### src/design/msc_pkg.sv
// Shared constants, command and monitoring bit layout, and states for the motor starter.
// Contract
// - Reversing command bits: reverse, off, forward, emergency, auto, reset
// - Reversing monitoring bits, lockout flag, inputs mirrored high
// - Relay c and supply follow command unless fault
// - Star-delta uses relays a, b, c
// - Star-delta: relay c never fault output
// - Star to delta no earlier than one second
// - Changeover by time or current, per mode setting
// - Star-delta monitoring bits and clamped current word
// - Star-delta command bits, only supply bit high
// - Pole-changing: relay a speed one, b two
// - Pole-changing local start one, two, and stop
// - No voltage-dip ride-through in pole-changing mode
// - Optional checkback on digital input zero
// - Star-delta local start and stop inputs
// - Reverse only after off and lockout elapsed
package msc_pkg;
  // Starter modes
  localparam logic [1:0] MODE_REVERSING  = 2'h0;
  localparam logic [1:0] MODE_STAR_DELTA = 2'h1;
  localparam logic [1:0] MODE_POLE       = 2'h2;
  // Fault output selection
  localparam logic [1:0] FAULT_OUT_NONE  = 2'h0;
  localparam logic [1:0] FAULT_OUT_RELAY = 2'h1;
  localparam logic [1:0] FAULT_OUT_AUX   = 2'h2;
  // Command byte 0 bit positions
  localparam int CMD0_RUN_REV   = 0;
  localparam int CMD0_OFF       = 1;
  localparam int CMD0_RUN_FWD   = 2;
  localparam int CMD0_EMERGENCY = 4;
  localparam int CMD0_AUTO      = 5;
  localparam int CMD0_FAULT_RST = 6;
  // Command byte 1 bit positions
  localparam int CMD1_FAST_FWD  = 1;
  localparam int CMD1_AUX_OUT   = 4;
  localparam int CMD1_RELAY_C   = 7;
  // Digital input positions
  localparam int DIN_CHECKBACK  = 0;
  localparam int DIN_SPEED2     = 3;
  localparam int DIN_START      = 4;
  localparam int DIN_STOP       = 5;
  // Monitoring byte 0 bit positions
  localparam int MON0_RUN_REV   = 0;
  localparam int MON0_OFF       = 1;
  localparam int MON0_RUN_FWD   = 2;
  localparam int MON0_OVERLOAD  = 3;
  localparam int MON0_LOCKOUT   = 4;
  localparam int MON0_LOCAL     = 5;
  localparam int MON0_FAULT     = 6;
  localparam int MON0_WARNING   = 7;
  // Monitoring byte 1 position of fast forward
  localparam int MON1_FAST_FWD  = 1;
  // Monitoring byte 1 position of the first mirrored input
  localparam int MON1_DIN_LSB   = 2;
  // Current report ceiling in percent of rated current
  localparam logic [15:0] CURRENT_MAX_PCT = 16'h0320;
  // Timing: one tick is 100 ms at an 8 ns clock
  localparam int CLK_PERIOD_NS   = 8;
  localparam int TICK_PERIOD_MS  = 100;
  localparam int TICK_CYCLES     = TICK_PERIOD_MS * 1000000 / CLK_PERIOD_NS;
  localparam int MIN_START_MS    = 1000;
  localparam logic [7:0] MIN_START_TICKS = 8'(MIN_START_MS / TICK_PERIOD_MS);
  localparam logic [7:0] CHECKBACK_TICKS = 8'h02;
  // Controller states
  typedef enum logic [2:0] {
    st_off, st_fwd, st_rev, st_star, st_delta, st_speed1, st_speed2, st_fault
  } state_e;
endpackage

### src/design/timer_if.sv
// Carrier between the controller and its tick countdown timers.
`timescale 1ns/1ps
`default_nettype none
interface timer_if;
  logic       load;   // Pulse: restart count
  logic [7:0] value;  // Ticks to count
  logic       tick;   // Pulse: one time base step
  logic       busy;   // Level: count not yet at zero
  modport ctrl  (output load, output value, output tick, input busy);
  modport timer (input load, input value, input tick, output busy);
endinterface
`default_nettype wire

### src/design/tick_countdown.sv
// Countdown timer in time base ticks.
`timescale 1ns/1ps
`default_nettype none
module tick_countdown (
  input  wire logic  mclk,
  input  wire logic  rst,
  timer_if.timer     tmr
);
  logic [7:0] count_reg;  // Remaining ticks

  ////////////////////////////////////////////////////////////////////////
  // Load wins over the tick so a restart is never shortened
  always_ff @(posedge mclk or posedge rst) begin
    if (rst) begin
      count_reg <= 8'h00;
    end else if (tmr.load) begin
      count_reg <= tmr.value;
    end else if (tmr.tick && (count_reg != 8'h00)) begin
      count_reg <= count_reg - 8'h01;
    end
  end

  assign tmr.busy = (count_reg != 8'h00);
endmodule
`default_nettype wire

### src/design/motor_starter_control.sv
// Motor starter controller: reversing, star-delta and pole-changing starters.
`timescale 1ns/1ps
`default_nettype none
module motor_starter_control #(
  parameter int TICK_CYCLES = msc_pkg::TICK_CYCLES
) (
  input  wire logic        mclk,
  input  wire logic        rst,
  input  wire logic [1:0]  starter_mode,
  input  wire logic [7:0]  cmd_byte0,
  input  wire logic [7:0]  cmd_byte1,
  input  wire logic [5:0]  din,
  input  wire logic [15:0] motor_current,
  input  wire logic        overload_warning,
  input  wire logic        warning_in,
  input  wire logic        checkback_enable,
  input  wire logic        local_enable,
  input  wire logic [1:0]  fault_out_sel,
  input  wire logic        star_delta_switch_mode,
  input  wire logic [7:0]  star_delta_start_time,
  input  wire logic [15:0] switch_current_pct,
  input  wire logic [7:0]  reverse_lockout_time,
  input  wire logic        voltage_dip_enable,
  output logic             relay_out_a,
  output logic             relay_out_b,
  output logic             relay_out_c,
  output logic             aux_supply_output,
  output logic [7:0]       mon_byte0,
  output logic [7:0]       mon_byte1,
  output logic [15:0]      mon_word1,
  output logic             ride_through_enable,
  output logic             emergency_start_armed
);

  ////////////////////////////////////////////////////////////////////////
  // Timer slots, one countdown each
  localparam int TMR_LOCKOUT   = 0;  // Reverse lockout after leaving a run
  localparam int TMR_START     = 1;  // Configured star starting time
  localparam int TMR_MIN_START = 2;  // Fixed floor before delta
  localparam int TMR_CHECKBACK = 3;  // Grace while contactors move
  localparam int NUM_TIMERS    = 4;  // Number of countdowns
  // Last count of the time base prescaler
  localparam logic [31:0] TICK_LAST = 32'(TICK_CYCLES - 1);

  ////////////////////////////////////////////////////////////////////////
  // State and time base
  msc_pkg::state_e state_reg;     // Present controller state
  msc_pkg::state_e state_next;    // Next controller state
  msc_pkg::state_e last_run_reg;  // Last direction run, for lockout
  logic [31:0]     tick_cnt_reg;  // Prescaler count
  logic            tick_reg;      // One pulse per time base step

  // Timer carriers and their flattened views
  wire logic [NUM_TIMERS-1:0] timer_load;                // Restart pulses
  wire logic [NUM_TIMERS-1:0] timer_busy;                // Still counting
  wire logic [7:0]            timer_value [NUM_TIMERS];  // Load values

  ////////////////////////////////////////////////////////////////////////
  // Mode decode
  wire logic is_rev  = (starter_mode == msc_pkg::MODE_REVERSING);
  wire logic is_sd   = (starter_mode == msc_pkg::MODE_STAR_DELTA);
  wire logic is_pole = (starter_mode == msc_pkg::MODE_POLE);

  // Local inputs count only when local control is allowed
  wire logic loc_start  = local_enable && din[msc_pkg::DIN_START];
  wire logic loc_speed2 = local_enable && din[msc_pkg::DIN_SPEED2];
  wire logic loc_stop   = local_enable && din[msc_pkg::DIN_STOP];

  // Command decode, local and fieldbus requests merged
  wire logic req_off   = cmd_byte0[msc_pkg::CMD0_OFF] || loc_stop;
  wire logic req_fwd   = cmd_byte0[msc_pkg::CMD0_RUN_FWD] || loc_start;
  wire logic req_rev   = is_rev && (cmd_byte0[msc_pkg::CMD0_RUN_REV] || loc_speed2);
  wire logic req_fast  = is_pole && (cmd_byte1[msc_pkg::CMD1_FAST_FWD] || loc_speed2);
  wire logic fault_rst = cmd_byte0[msc_pkg::CMD0_FAULT_RST];

  ////////////////////////////////////////////////////////////////////////
  // Reverse lockout: only the opposite direction waits
  wire logic lockout_busy = timer_busy[TMR_LOCKOUT];
  wire logic fwd_allowed  = (last_run_reg != msc_pkg::st_rev) || !lockout_busy;
  wire logic rev_allowed  = (last_run_reg != msc_pkg::st_fwd) || !lockout_busy;

  ////////////////////////////////////////////////////////////////////////
  // Star to delta changeover
  // Short settings are raised to the floor rather than refused
  wire logic [7:0] start_ticks = (star_delta_start_time < msc_pkg::MIN_START_TICKS) ?
                                 msc_pkg::MIN_START_TICKS : star_delta_start_time;
  wire logic min_start_done  = !timer_busy[TMR_MIN_START];
  wire logic start_time_done = !timer_busy[TMR_START];
  wire logic current_low     = (motor_current <= switch_current_pct);
  // Current mode still changes over at the starting time as a backstop
  wire logic go_delta = min_start_done &&
                        (star_delta_switch_mode ? (current_low || start_time_done) :
                                                  start_time_done);

  ////////////////////////////////////////////////////////////////////////
  // Contactor checkback on the first digital input
  wire logic contactor_cmd = relay_out_a || relay_out_b || (is_sd && relay_out_c);
  wire logic checkback_bad = checkback_enable && !timer_busy[TMR_CHECKBACK] &&
                             (din[msc_pkg::DIN_CHECKBACK] != contactor_cmd);

  ////////////////////////////////////////////////////////////////////////
  // Next state; every run state falls back to off on a mode change
  always_comb begin
    state_next = state_reg;
    case (state_reg)
      msc_pkg::st_off: begin
        if (checkback_bad) begin
          state_next = msc_pkg::st_fault;
        end else if (req_off) begin
          state_next = msc_pkg::st_off;
        end else if (is_rev && req_fwd && fwd_allowed) begin
          state_next = msc_pkg::st_fwd;
        end else if (req_rev && rev_allowed) begin
          state_next = msc_pkg::st_rev;
        end else if (is_sd && req_fwd) begin
          state_next = msc_pkg::st_star;
        end else if (req_fast) begin
          state_next = msc_pkg::st_speed2;
        end else if (is_pole && req_fwd) begin
          state_next = msc_pkg::st_speed1;
        end
      end
      msc_pkg::st_fwd, msc_pkg::st_rev: begin
        // A direction change always passes through off
        if (checkback_bad) begin
          state_next = msc_pkg::st_fault;
        end else if (req_off || !is_rev) begin
          state_next = msc_pkg::st_off;
        end
      end
      msc_pkg::st_star: begin
        if (checkback_bad) begin
          state_next = msc_pkg::st_fault;
        end else if (req_off || !is_sd) begin
          state_next = msc_pkg::st_off;
        end else if (go_delta) begin
          state_next = msc_pkg::st_delta;
        end
      end
      msc_pkg::st_delta: begin
        if (checkback_bad) begin
          state_next = msc_pkg::st_fault;
        end else if (req_off || !is_sd) begin
          state_next = msc_pkg::st_off;
        end
      end
      msc_pkg::st_speed1: begin
        if (checkback_bad) begin
          state_next = msc_pkg::st_fault;
        end else if (req_off || !is_pole) begin
          state_next = msc_pkg::st_off;
        end else if (req_fast) begin
          state_next = msc_pkg::st_speed2;
        end
      end
      msc_pkg::st_speed2: begin
        if (checkback_bad) begin
          state_next = msc_pkg::st_fault;
        end else if (req_off || !is_pole) begin
          state_next = msc_pkg::st_off;
        end else if (req_fwd && !req_fast) begin
          state_next = msc_pkg::st_speed1;
        end
      end
      msc_pkg::st_fault: begin
        // Only a fault reset leaves the latched fault
        if (fault_rst) begin
          state_next = msc_pkg::st_off;
        end
      end
      default: begin
        state_next = msc_pkg::st_off;
      end
    endcase
  end

  ////////////////////////////////////////////////////////////////////////
  // Output selection from the next state, so pairs never overlap
  wire logic fault_next   = (state_next == msc_pkg::st_fault);
  wire logic relay_a_next = (state_next == msc_pkg::st_fwd) ||
                            (state_next == msc_pkg::st_star) ||
                            (state_next == msc_pkg::st_speed1);
  wire logic relay_b_next = (state_next == msc_pkg::st_rev) ||
                            (state_next == msc_pkg::st_delta) ||
                            (state_next == msc_pkg::st_speed2);
  wire logic sd_main_next = (state_next == msc_pkg::st_star) ||
                            (state_next == msc_pkg::st_delta);
  // Relay c is the main contactor in star-delta, never the fault output there
  wire logic relay_c_fault = (fault_out_sel == msc_pkg::FAULT_OUT_RELAY) && !is_sd;
  wire logic aux_fault     = (fault_out_sel == msc_pkg::FAULT_OUT_AUX);
  wire logic relay_c_next  = is_sd ? sd_main_next :
                             (relay_c_fault ? fault_next :
                                              cmd_byte1[msc_pkg::CMD1_RELAY_C]);
  wire logic aux_next      = aux_fault ? fault_next :
                                         cmd_byte1[msc_pkg::CMD1_AUX_OUT];
  // Any contactor move restarts the checkback grace
  wire logic contactor_change = (relay_a_next != relay_out_a) ||
                                (relay_b_next != relay_out_b) ||
                                (is_sd && (relay_c_next != relay_out_c));

  ////////////////////////////////////////////////////////////////////////
  // Timer requests
  wire logic leaving_dir   = ((state_reg == msc_pkg::st_fwd) || (state_reg == msc_pkg::st_rev)) &&
                             (state_next != state_reg);
  wire logic entering_star = (state_next == msc_pkg::st_star) &&
                             (state_reg != msc_pkg::st_star);
  // Bit order follows the slot numbers: checkback, floor, start, lockout
  assign timer_load = {contactor_change, entering_star, entering_star, leaving_dir};
  assign timer_value[TMR_LOCKOUT]   = reverse_lockout_time;
  assign timer_value[TMR_START]     = start_ticks;
  assign timer_value[TMR_MIN_START] = msc_pkg::MIN_START_TICKS;
  assign timer_value[TMR_CHECKBACK] = msc_pkg::CHECKBACK_TICKS;

  ////////////////////////////////////////////////////////////////////////
  // Monitoring selection
  wire logic run_fwd_next = (state_next == msc_pkg::st_fwd) || sd_main_next ||
                            (state_next == msc_pkg::st_speed1);
  wire logic run_rev_next = (state_next == msc_pkg::st_rev);
  wire logic off_next     = (state_next == msc_pkg::st_off);
  wire logic lockout_flag = is_rev && lockout_busy;
  // Current word is clamped to the reporting ceiling
  wire logic [15:0] current_clamped = (motor_current > msc_pkg::CURRENT_MAX_PCT) ?
                                      msc_pkg::CURRENT_MAX_PCT : motor_current;
  wire logic [15:0] word1_next = is_rev ? '0 : current_clamped;
  wire logic ride_next = voltage_dip_enable && !is_pole;
  logic [7:0] mon0_next;  // Next monitoring byte 0
  logic [7:0] mon1_next;  // Next monitoring byte 1

  // Monitoring byte 0 assembly
  always_comb begin
    mon0_next = '0;
    mon0_next[msc_pkg::MON0_RUN_REV]  = run_rev_next;
    mon0_next[msc_pkg::MON0_OFF]      = off_next;
    mon0_next[msc_pkg::MON0_RUN_FWD]  = run_fwd_next;
    mon0_next[msc_pkg::MON0_OVERLOAD] = overload_warning;
    mon0_next[msc_pkg::MON0_LOCKOUT]  = lockout_flag;
    mon0_next[msc_pkg::MON0_LOCAL]    = local_enable;
    mon0_next[msc_pkg::MON0_FAULT]    = fault_next;
    mon0_next[msc_pkg::MON0_WARNING]  = warning_in || overload_warning;
  end

  // Monitoring byte 1 assembly: input mirror and fast run
  always_comb begin
    mon1_next = '0;
    mon1_next[msc_pkg::MON1_DIN_LSB +: $bits(din)] = din;
    mon1_next[msc_pkg::MON1_FAST_FWD] = (state_next == msc_pkg::st_speed2);
  end

  ////////////////////////////////////////////////////////////////////////
  // Time base prescaler, one pulse every TICK_CYCLES clocks
  always_ff @(posedge mclk or posedge rst) begin
    if (rst) begin
      tick_cnt_reg <= '0;
      tick_reg     <= 1'b0;
    end else if (tick_cnt_reg == TICK_LAST) begin
      tick_cnt_reg <= '0;
      tick_reg     <= 1'b1;
    end else begin
      tick_cnt_reg <= tick_cnt_reg + 32'h1;
      tick_reg     <= 1'b0;
    end
  end

  ////////////////////////////////////////////////////////////////////////
  // Countdown timers, one per slot
  timer_if tmr [NUM_TIMERS] ();
  for (genvar i = 0; i < NUM_TIMERS; i++) begin : g_timer
    assign tmr[i].load  = timer_load[i];
    assign tmr[i].value = timer_value[i];
    assign tmr[i].tick  = tick_reg;
    assign timer_busy[i] = tmr[i].busy;
    tick_countdown i_tick_countdown (
      .mclk (mclk),
      .rst  (rst),
      .tmr  (tmr[i])
    );
  end

  ////////////////////////////////////////////////////////////////////////
  // Controller state and remembered direction
  always_ff @(posedge mclk or posedge rst) begin
    if (rst) begin
      state_reg    <= msc_pkg::st_off;
      last_run_reg <= msc_pkg::st_off;
    end else begin
      state_reg <= state_next;
      // Same-direction restart ignores the lockout, so remember the last run
      if ((state_next == msc_pkg::st_fwd) || (state_next == msc_pkg::st_rev)) begin
        last_run_reg <= state_next;
      end
    end
  end

  // Relay and supply outputs, registered
  always_ff @(posedge mclk or posedge rst) begin
    if (rst) begin
      relay_out_a       <= 1'b0;
      relay_out_b       <= 1'b0;
      relay_out_c       <= 1'b0;
      aux_supply_output <= 1'b0;
    end else begin
      relay_out_a       <= relay_a_next;
      relay_out_b       <= relay_b_next;
      relay_out_c       <= relay_c_next;
      aux_supply_output <= aux_next;
    end
  end

  // Monitoring and status outputs, registered
  always_ff @(posedge mclk or posedge rst) begin
    if (rst) begin
      mon_byte0             <= 8'h00;
      mon_byte1             <= 8'h00;
      mon_word1             <= 16'h0000;
      ride_through_enable   <= 1'b0;
      emergency_start_armed <= 1'b0;
    end else begin
      mon_byte0             <= mon0_next;
      mon_byte1             <= mon1_next;
      mon_word1             <= word1_next;
      ride_through_enable   <= ride_next;
      emergency_start_armed <= cmd_byte0[msc_pkg::CMD0_EMERGENCY];
    end
  end
endmodule
`default_nettype wire

### config.mk
export PLATFORM = sky130hd
export DESIGN_NAME = motor_starter_control
export DESIGN_NICKNAME = d
export VERILOG_FILES = /design/src/design/msc_pkg.sv /design/src/design/timer_if.sv /design/src/design/tick_countdown.sv /design/src/design/motor_starter_control.sv
export SDC_FILE = /design/constraint.sdc
export NUM_CORES = 1
export LEC_CHECK = 0
export BUFFER_PORTS_ARGS = -buffer_cell sky130_fd_sc_hd__buf_4
export CAP_MARGIN = 40
export CORE_ASPECT_RATIO = 0.7
export CORE_MARGIN = 5
export CORE_UTILIZATION = 51
export DETAILED_ROUTE_END_ITERATION = 16
export GPL_ROUTABILITY_DRIVEN = 1
export PLACE_DENSITY = 0.75
export SYNTH_ARGS = -nofsm -noshare
export SYNTH_HDL_FRONTEND = slang
export SYNTH_HIERARCHICAL = 1
export SYNTH_SLANG_ARGS = --single-unit
### constraint.sdc
create_clock -name mclk -period 3.78 [get_ports mclk]
set_clock_uncertainty 0.15 [all_clocks]
set_input_delay 0 -clock mclk [delete_from_list [all_inputs] [get_ports mclk]]
set_output_delay 0 -clock mclk [all_outputs]
set_load 0.02 [all_outputs]
==> results of run 1 <==
[metrics by stage]
step                      hold WS (ns)  cell area, µm²  cells
after CTS                       0.0256            8710   1068
after detailed placement        -0.120            7710    991
after global routing            0.0703            9000   1084
final                           0.0318            9000   1084
after global placement          -0.129            7700    990
after floorplan                 -0.334            6340    689
[cell type report]
type / count / area (µm²)
repair buffers: 253 / 2130
well taps: 157 / 196
clock buffers: 9 / 225
flip-flops and latches: 108 / 2700
multi-input cells: 496 / 3480
fillers: 793 / 2810
clock inverters: 6 / 55.1
inverters: 55 / 211
[layout by cell type, fill, tap and decap left out, types with 5 or more instances in the layout]
| cell | n |
|---|---|
| buf_4 | 188 |
| dfrtp_1 | 108 |
| nor2_1 | 60 |
| dlygate4sd3_1 | 48 |
| inv_1 | 47 |
| nand2_1 | 46 |
| nand3_1 | 30 |
| a21oi_1 | 27 |
| conb_1 | 23 |
| nand4_1 | 20 |
| ha_1 | 18 |
| nor2b_1 | 17 |
| xnor2_1 | 17 |
| o211ai_1 | 16 |
| nor3_1 | 15 |
| o21ai_0 | 13 |
| xor2_1 | 12 |
| buf_6 | 12 |
| clkbuf_16 | 10 |
| nand2b_1 | 9 |
| and2_1 | 9 |
| and3_1 | 9 |
| or3_1 | 8 |
| a211o_1 | 8 |
| o31a_1 | 8 |
| nor4_1 | 7 |
| inv_2 | 6 |
| or2_4 | 5 |
| a21oi_2 | 5 |
| o31ai_1 | 5 |
| or4_1 | 5 |
[repair_timing]
action | 4_1_cts | 5_1_grt
endpoints found under the hold margin | 125 | 0
endpoints found under the setup margin | 27 | 28
cloned | 0 | 2
pin swaps | 26 | 28
hold buffers | 48 | 0
setup buffers | 14 | 14
gates resized for setup | 25 | 38
[worst max-delay path, delay by kind of cell, from the launching register on]
kind / cells / cell delay [ns]
simple gates: 6 / 1.66
compound gates: 6 / 1.24
buf+inv: 5 / 0.58
flops: 1 / 0.40
fa+ha+maj: 1 / 0.13
[where the power goes]
group / switching, mW / leakage, nW / internal, mW
sequential: 0.230 / 1.35 / 1.41
combinational: 1.54 / 2.67 / 1.65
clock: 0.451 / 0.138 / 0.457
[layer usage]
| metal | track usage | routed length (µm) |
|---|---|---|
| met5 | 0 | 0 |
| met1 | 0.326 | 7740 |
| met3 | 0.0444 | 1080 |
| met2 | 0.424 | 9210 |
| met4 | 0.0951 | 566 |
[path summary, 6_finish.rpt]
check | depth (start not counted) | to | slack, ns
worst min-delay path | 4 | g_timer[1].i_tick_countdown/count_reg[0] | 0.03
worst max-delay path | 18 | g_timer[3].i_tick_countdown/count_reg[3] | -0.44
worst min register to register | 1 | tick_cnt_reg[31] | 0.33
worst max register to register | 18 | g_timer[3].i_tick_countdown/count_reg[3] | -0.44
max in group asynchronous | 4 | mon_word1[8] | 2.62
min in group asynchronous | 3 | g_timer[0].i_tick_countdown/count_reg[2] | 0.07
[logic make-up after synthesis]
group,Yosys count,synth area share
and+or+nand+nor,283,0.255
AOI/OAI and AO/OA,135,0.161
DFF,108,0.437
buffers and inverters,86,0.0556
xor gates and xnor gates,30,0.0425
adders and majority gates,21,0.0425
muxes,3,0.00566
other,2,0.00121
==> run summary, run 1 <==
Crit path top cell by count = buf_6
Routed wire per std cell = 17.2 µm
Max incr delay on CP = 0.47 ns
P per Cell Area = 637 nW/µm²
Synth Instances = 668
Die width = 142 µm
Final period util = 1.12
Cell Area, Synth = 6180 µm²
Total GRT Usage = 0.251
Area growth syn-to-layout = 45.5%
Distinct cells, synth = 76
Pin count of the biggest net entering global routing = 37
# nets final = 1026
WL final = 18600 µm
Max frequency = 237 MHz
Worst-path fanout max = 7
Top post-synthesis cells by count = dfrtp_1, nor2_1, inv_1
Post-synth EDFFs = 0
IO Port Bufs = 110
# setup viols final = 18
Starting density of the core = 0.524
Slew Viols, Final = 0
Min Tclk post-route = 4.22 ns
Hold_sp = star_delta_start_time[0]
Slew HR = 0.545
Share of cells above drive strength 1 = 0.313
Startpoint types = flip-flop
Synth top area cells = dfrtp_1, ha_1, nor2_1, inv_1, nand2_1
Die area = 14500 µm²
Worst-margin pin slew = 0.677 ns
Worst IR Drop VDD = 385 µV
Syn_area_per_cell = 9.26 µm²
# diodes = 0
DIE HEIGHT = 102 µm
Grt ovf = 0
Top cell type's share of synthesized area = 0.437
Initial antenna violation count = 0
CP max stage cell = or4b_4
Register area share after synthesis = 0.437
Critical path class = flip-flop to flip-flop
YS warnings = 6
Hold Violations, Final = 0
DRT antenna net count = 0
I/O pin total = 120
Unrepaired setup endpoints after global routing = true
DRC viols = 0
LEAKAGE = 4.17 nW
Critical Path Sink Type = flip-flop
Most common cell in the synthesized netlist = dfrtp_1
Worst path arrival time = 4.35 ns
Cts bufs inserted = 9
Vias/cell = 5.69
GP Congestion = 0.852
Worst Setup Slack post-DPL = -0.259 ns
CTS tree = yes
DR vias = 6170
Crit. Startpoint = g_timer[0].i_tick_countdown/count_reg[0]
Crit-path cells = inv_2 > ha_4 > or4b_4 > or2_4 > buf_6 > nor4bb_4 > or3_1 > a21oi_2 > nor2_2 > o32ai_4 > inv_4 > or3_1 > a211oi_2 > o22ai_2 > buf_6 > buf_6 > a311oi_2 > a221o_1
DP HPWL = 12200 µm
#FFs+latches synth = 108
Clock Sinks = 108
Row count = 33
Vias in the first global route = 6132
Total power draw = 5.73 mW
Clock root cell = clkbuf_16
Finished Core Util = 0.762
Placeable Area = 11800 µm²
Pre-Repair DR Iteration Count = 5
Setup TNS Final = -4.59 ns
CTS clk-pin slew, worst paths = 0.07 ns
Synth Flop Type = dfrtp_1
Leading area contributor after synthesis = dfrtp_1
Setup WS post-layout = -0.437 ns
First-pass GRT wire length = 29200 µm
Clock Latency Late Sink = 0.35 ns
Worst min path class = primary input to flip-flop
Longest Clk Path Bufs = 2
Crit path required time = 3.91 ns
Run status = finished, violations left
First-iteration detailed-routing DRC count = 391
FF-to-FF Start = g_timer[0].i_tick_countdown/count_reg[0]
H-tree depth = 3
Max cap viols = 0
Async S/R FF share, synth = 1.00
Failing checks = negative setup slack
No activity file was read; power rests on OpenSTA's default activity.
==> run 2, diff against run 1 <==
--- a/config.mk
+++ b/config.mk
@@ -9,11 +9,10 @@
 export CAP_MARGIN = 40
 export CORE_ASPECT_RATIO = 0.7
 export CORE_MARGIN = 5
-export CORE_UTILIZATION = 51
+export CORE_UTILIZATION = 50
 export DETAILED_ROUTE_END_ITERATION = 16
 export GPL_ROUTABILITY_DRIVEN = 1
-export PLACE_DENSITY = 0.75
+export PLACE_DENSITY = 0.77
 export SYNTH_ARGS = -nofsm -noshare
 export SYNTH_HDL_FRONTEND = slang
-export SYNTH_HIERARCHICAL = 1
 export SYNTH_SLANG_ARGS = --single-unit
==> run 2 against run 1 <==
The flow now finishes without violations. First-iteration DRC count fell by 16%. Die area is 6.5% lower. Via count down 25%. Synthesized cell count down 16%. Critical path depth down 6. Core utilization fell by 7.8 points. Highest routed layer unchanged. Count of clock-buffer cells in the layout did not move. Sequential share of layout area increased by 5.9 points. Flip-flop and latch count stayed put. Global-route usage decreased by 4.7 points. Cell area fell by 16%. Clock power grew 5.8%.
==> run summary, run 2 <==
Run status = completed
Worst min path class = primary input to asynchronous set/reset pin
Top cell type's share of synthesized area = 0.480
Clock share of power = 0.250
Leading area contributor after synthesis = dfrtp_1
Critical path class = primary input to flip-flop
Cell Area, Synth = 5630 µm²
Post-synth EDFFs = 0
Pre-Repair DR Iteration Count = 4
Crit-path cells = dlygate4sd3_1 > buf_4 > ha_1 > nand2_1 > or4_1 > o21a_1 > o31a_1 > o41ai_2 > buf_4 > nand4bb_1 > o311a_1 > or3_1
Syn_area_per_cell = 10.1 µm²
CTS tree = yes
Async S/R FF share, synth = 1.00
Worst path arrival time = 3.67 ns
Setup TNS Final = 0 ns
Slew Viols, Final = 0
Worst R2R End = g_timer[3].i_tick_countdown.count_reg[1]
Max cap viols = 0
GP Congestion = 0.877
LEAKAGE = 3.52 nW
Fin cells = 893
Vias in the first global route = 4717
Most frequent cells in the layout = buf_4, dfrtp_1, dlygate4sd3_1, nor2_1, nand2_1
IO Port Bufs = 110
Startpoint types = primary input
H-tree depth = 3
Max incr delay on CP = 0.70 ns
Most common cell after layout, fill and taps aside = buf_4
Unrepaired setup endpoints after global routing = false
Synth Instances = 560
Pin count of the biggest net entering global routing = 58
CP max stage cell = o41ai_2
DP HPWL = 9710 µm
FF-to-FF Start = g_timer[3].i_tick_countdown.count_reg[0]
FILL cells = 836
Most common cell in the synthesized netlist = dfrtp_1
# setup viols final = 0
Critical Path Sink Type = flip-flop
Clock Latency Late Sink = 0.35 ns
Row count = 32
Starting density of the core = 0.512
Top post-synthesis cells by count = dfrtp_1, nor2_1, nand2_1
Setup slack, reg-to-reg = 0.25 ns
Slew HR = 0.520
Crit path top cell by count = buf_4
Clock root cell = clkbuf_16
NetSw = 1.33 mW
I/O pin total = 120
DIE HEIGHT = 98.8 µm
Clock Sinks = 108
P per Cell Area = 511 nW/µm²
Hold Violations, Final = 0
Synth top area cells = dfrtp_1, ha_1, xnor2_1, xor2_1, nor2_1
# diodes = 0
Placed insts = 823
Grt ovf = 0
YS warnings = 0
DRC viols = 0
Cts bufs inserted = 9
First-pass GRT wire length = 22200 µm
R2R cell count = 12
Longest Clk Path Bufs = 2
Final period util = 0.952
DR vias = 4641
Distinct cells, synth = 64
Total GRT Usage = 0.203
First-iteration detailed-routing DRC count = 328
CTS clk-pin slew, worst paths = 0.07 ns
# nets final = 839
Worst IR Drop VDD = 293 µV
Internal = 2.51 mW
WL final = 13400 µm
Register area share after synthesis = 0.480
Die area = 13500 µm²
DRT antenna net count = 0
Crit. Startpoint = motor_current[7]
Vias/cell = 5.20
Placeable Area = 11000 µm²
Sw Ratio = 0.347
#FFs+latches synth = 108
Combinational share of power = 0.359
Crit path required time = 3.86 ns
Die width = 137 µm
Routed wire per std cell = 15.0 µm
Synth Flop Type = dfrtp_1
Worst-path fanout max = 8
Reg power frac = 0.391
Worst-margin pin slew = 0.712 ns
Initial antenna violation count = 0
Share of cells above drive strength 1 = 0.216
Max frequency = 278 MHz
Area growth syn-to-layout = 33.6%
Min Tclk post-route = 3.60 ns
==> run 2: cell types whose count changed after synthesis, sizes merged, moves of 7 or more <==
cell / delta
inv: -20
nand4: -12
o211ai: -15
nor2b: -11
a211o: -8
nor2: -16
xor2: +15
xnor2: +13
clkbuf: -16
mux2: +7
==> run 2: logic make-up after synthesis <==
family	after synthesis	synth area share
xor+xnor	58	0.0902
other cells	1	0.000666
mux	9	0.0231
flops	108	0.480
buf+inv	49	0.0391
fa+ha+maj	22	0.0489
simple gates	229	0.213
compound gates	84	0.105
==> run 2: area by class of cell <==
cell class | count | area [µm²] | area share
clock inverter | 7 | 80.1 | 0.0106
inverter | 35 | 134 | 0.0178
tap | 153 | 191 | 0.0254
multi-input combinational | 409 | 2750 | 0.365
sequential | 108 | 2700 | 0.359
clock buffer | 9 | 225 | 0.0299
timing repair buffer | 172 | 1440 | 0.192
==> run 2: worst max path at each step <==
stage	endpoint	depth (start not counted)
floorplan	g_timer[3].i_tick_countdown.count_reg[1]	11
global placement	g_timer[0].i_tick_countdown.count_reg[5]	11
detailed placement	g_timer[0].i_tick_countdown.count_reg[1]	11
CTS	g_timer[0].i_tick_countdown.count_reg[1]	12
global route	g_timer[3].i_tick_countdown.count_reg[1]	12
finish	g_timer[3].i_tick_countdown.count_reg[1]	12
==> run 2: stage by stage <==
stage	cell area, µm²	hold slack, ns	total power [mW]	util	worst slack, ns
floorplan	5660	-0.119	2.49	-	0.585
global placement	6650	-0.0406	2.79	0.604	0.270
detailed placement	6670	-0.130	2.84	0.606	0.164
CTS	7500	0.0179	3.85	0.681	0.0973
global route	7530	0.0968	4.09	0.684	0.00740
finish	7530	0.0503	3.85	0.684	0.182
==> run 2: worst max-delay path: cells and delay by family <==
| family | cells | cell delay [ns] |
|---|---|---|
| simple gates | 4 | 1.15 |
| buf+inv | 3 | 0.97 |
| compound gates | 4 | 1.26 |
| fa+ha+maj | 1 | 0.29 |
==> run 2: repair_timing <==
| action | 4_1_cts | 5_1_grt |
|---|---|---|
| hold endpoints to repair | 148 | 1 |
| hold buffers | 52 | 1 |
| setup buffers | 0 | 1 |
| endpoints found under the setup margin | 0 | 14 |
| resized for setup | 0 | 5 |
==> run 2: power by group through the flow <==
stage               Combinational (mW)  Clock [mW]  Sequential [mW]
detailed placement                1.31           0             1.52
CTS                               1.36       0.991             1.50
global placement                  1.27           0             1.52
global route                      1.53        1.03             1.53
floorplan                        0.979           0             1.51
finish                            1.38       0.961             1.51
==> run 2: metal layers <==
metal	track usage	share of wire
met1	0.276	0.46
met2	0.334	0.46
met3	0.0439	0.061
met4	0.0514	0.013
met5	0	0
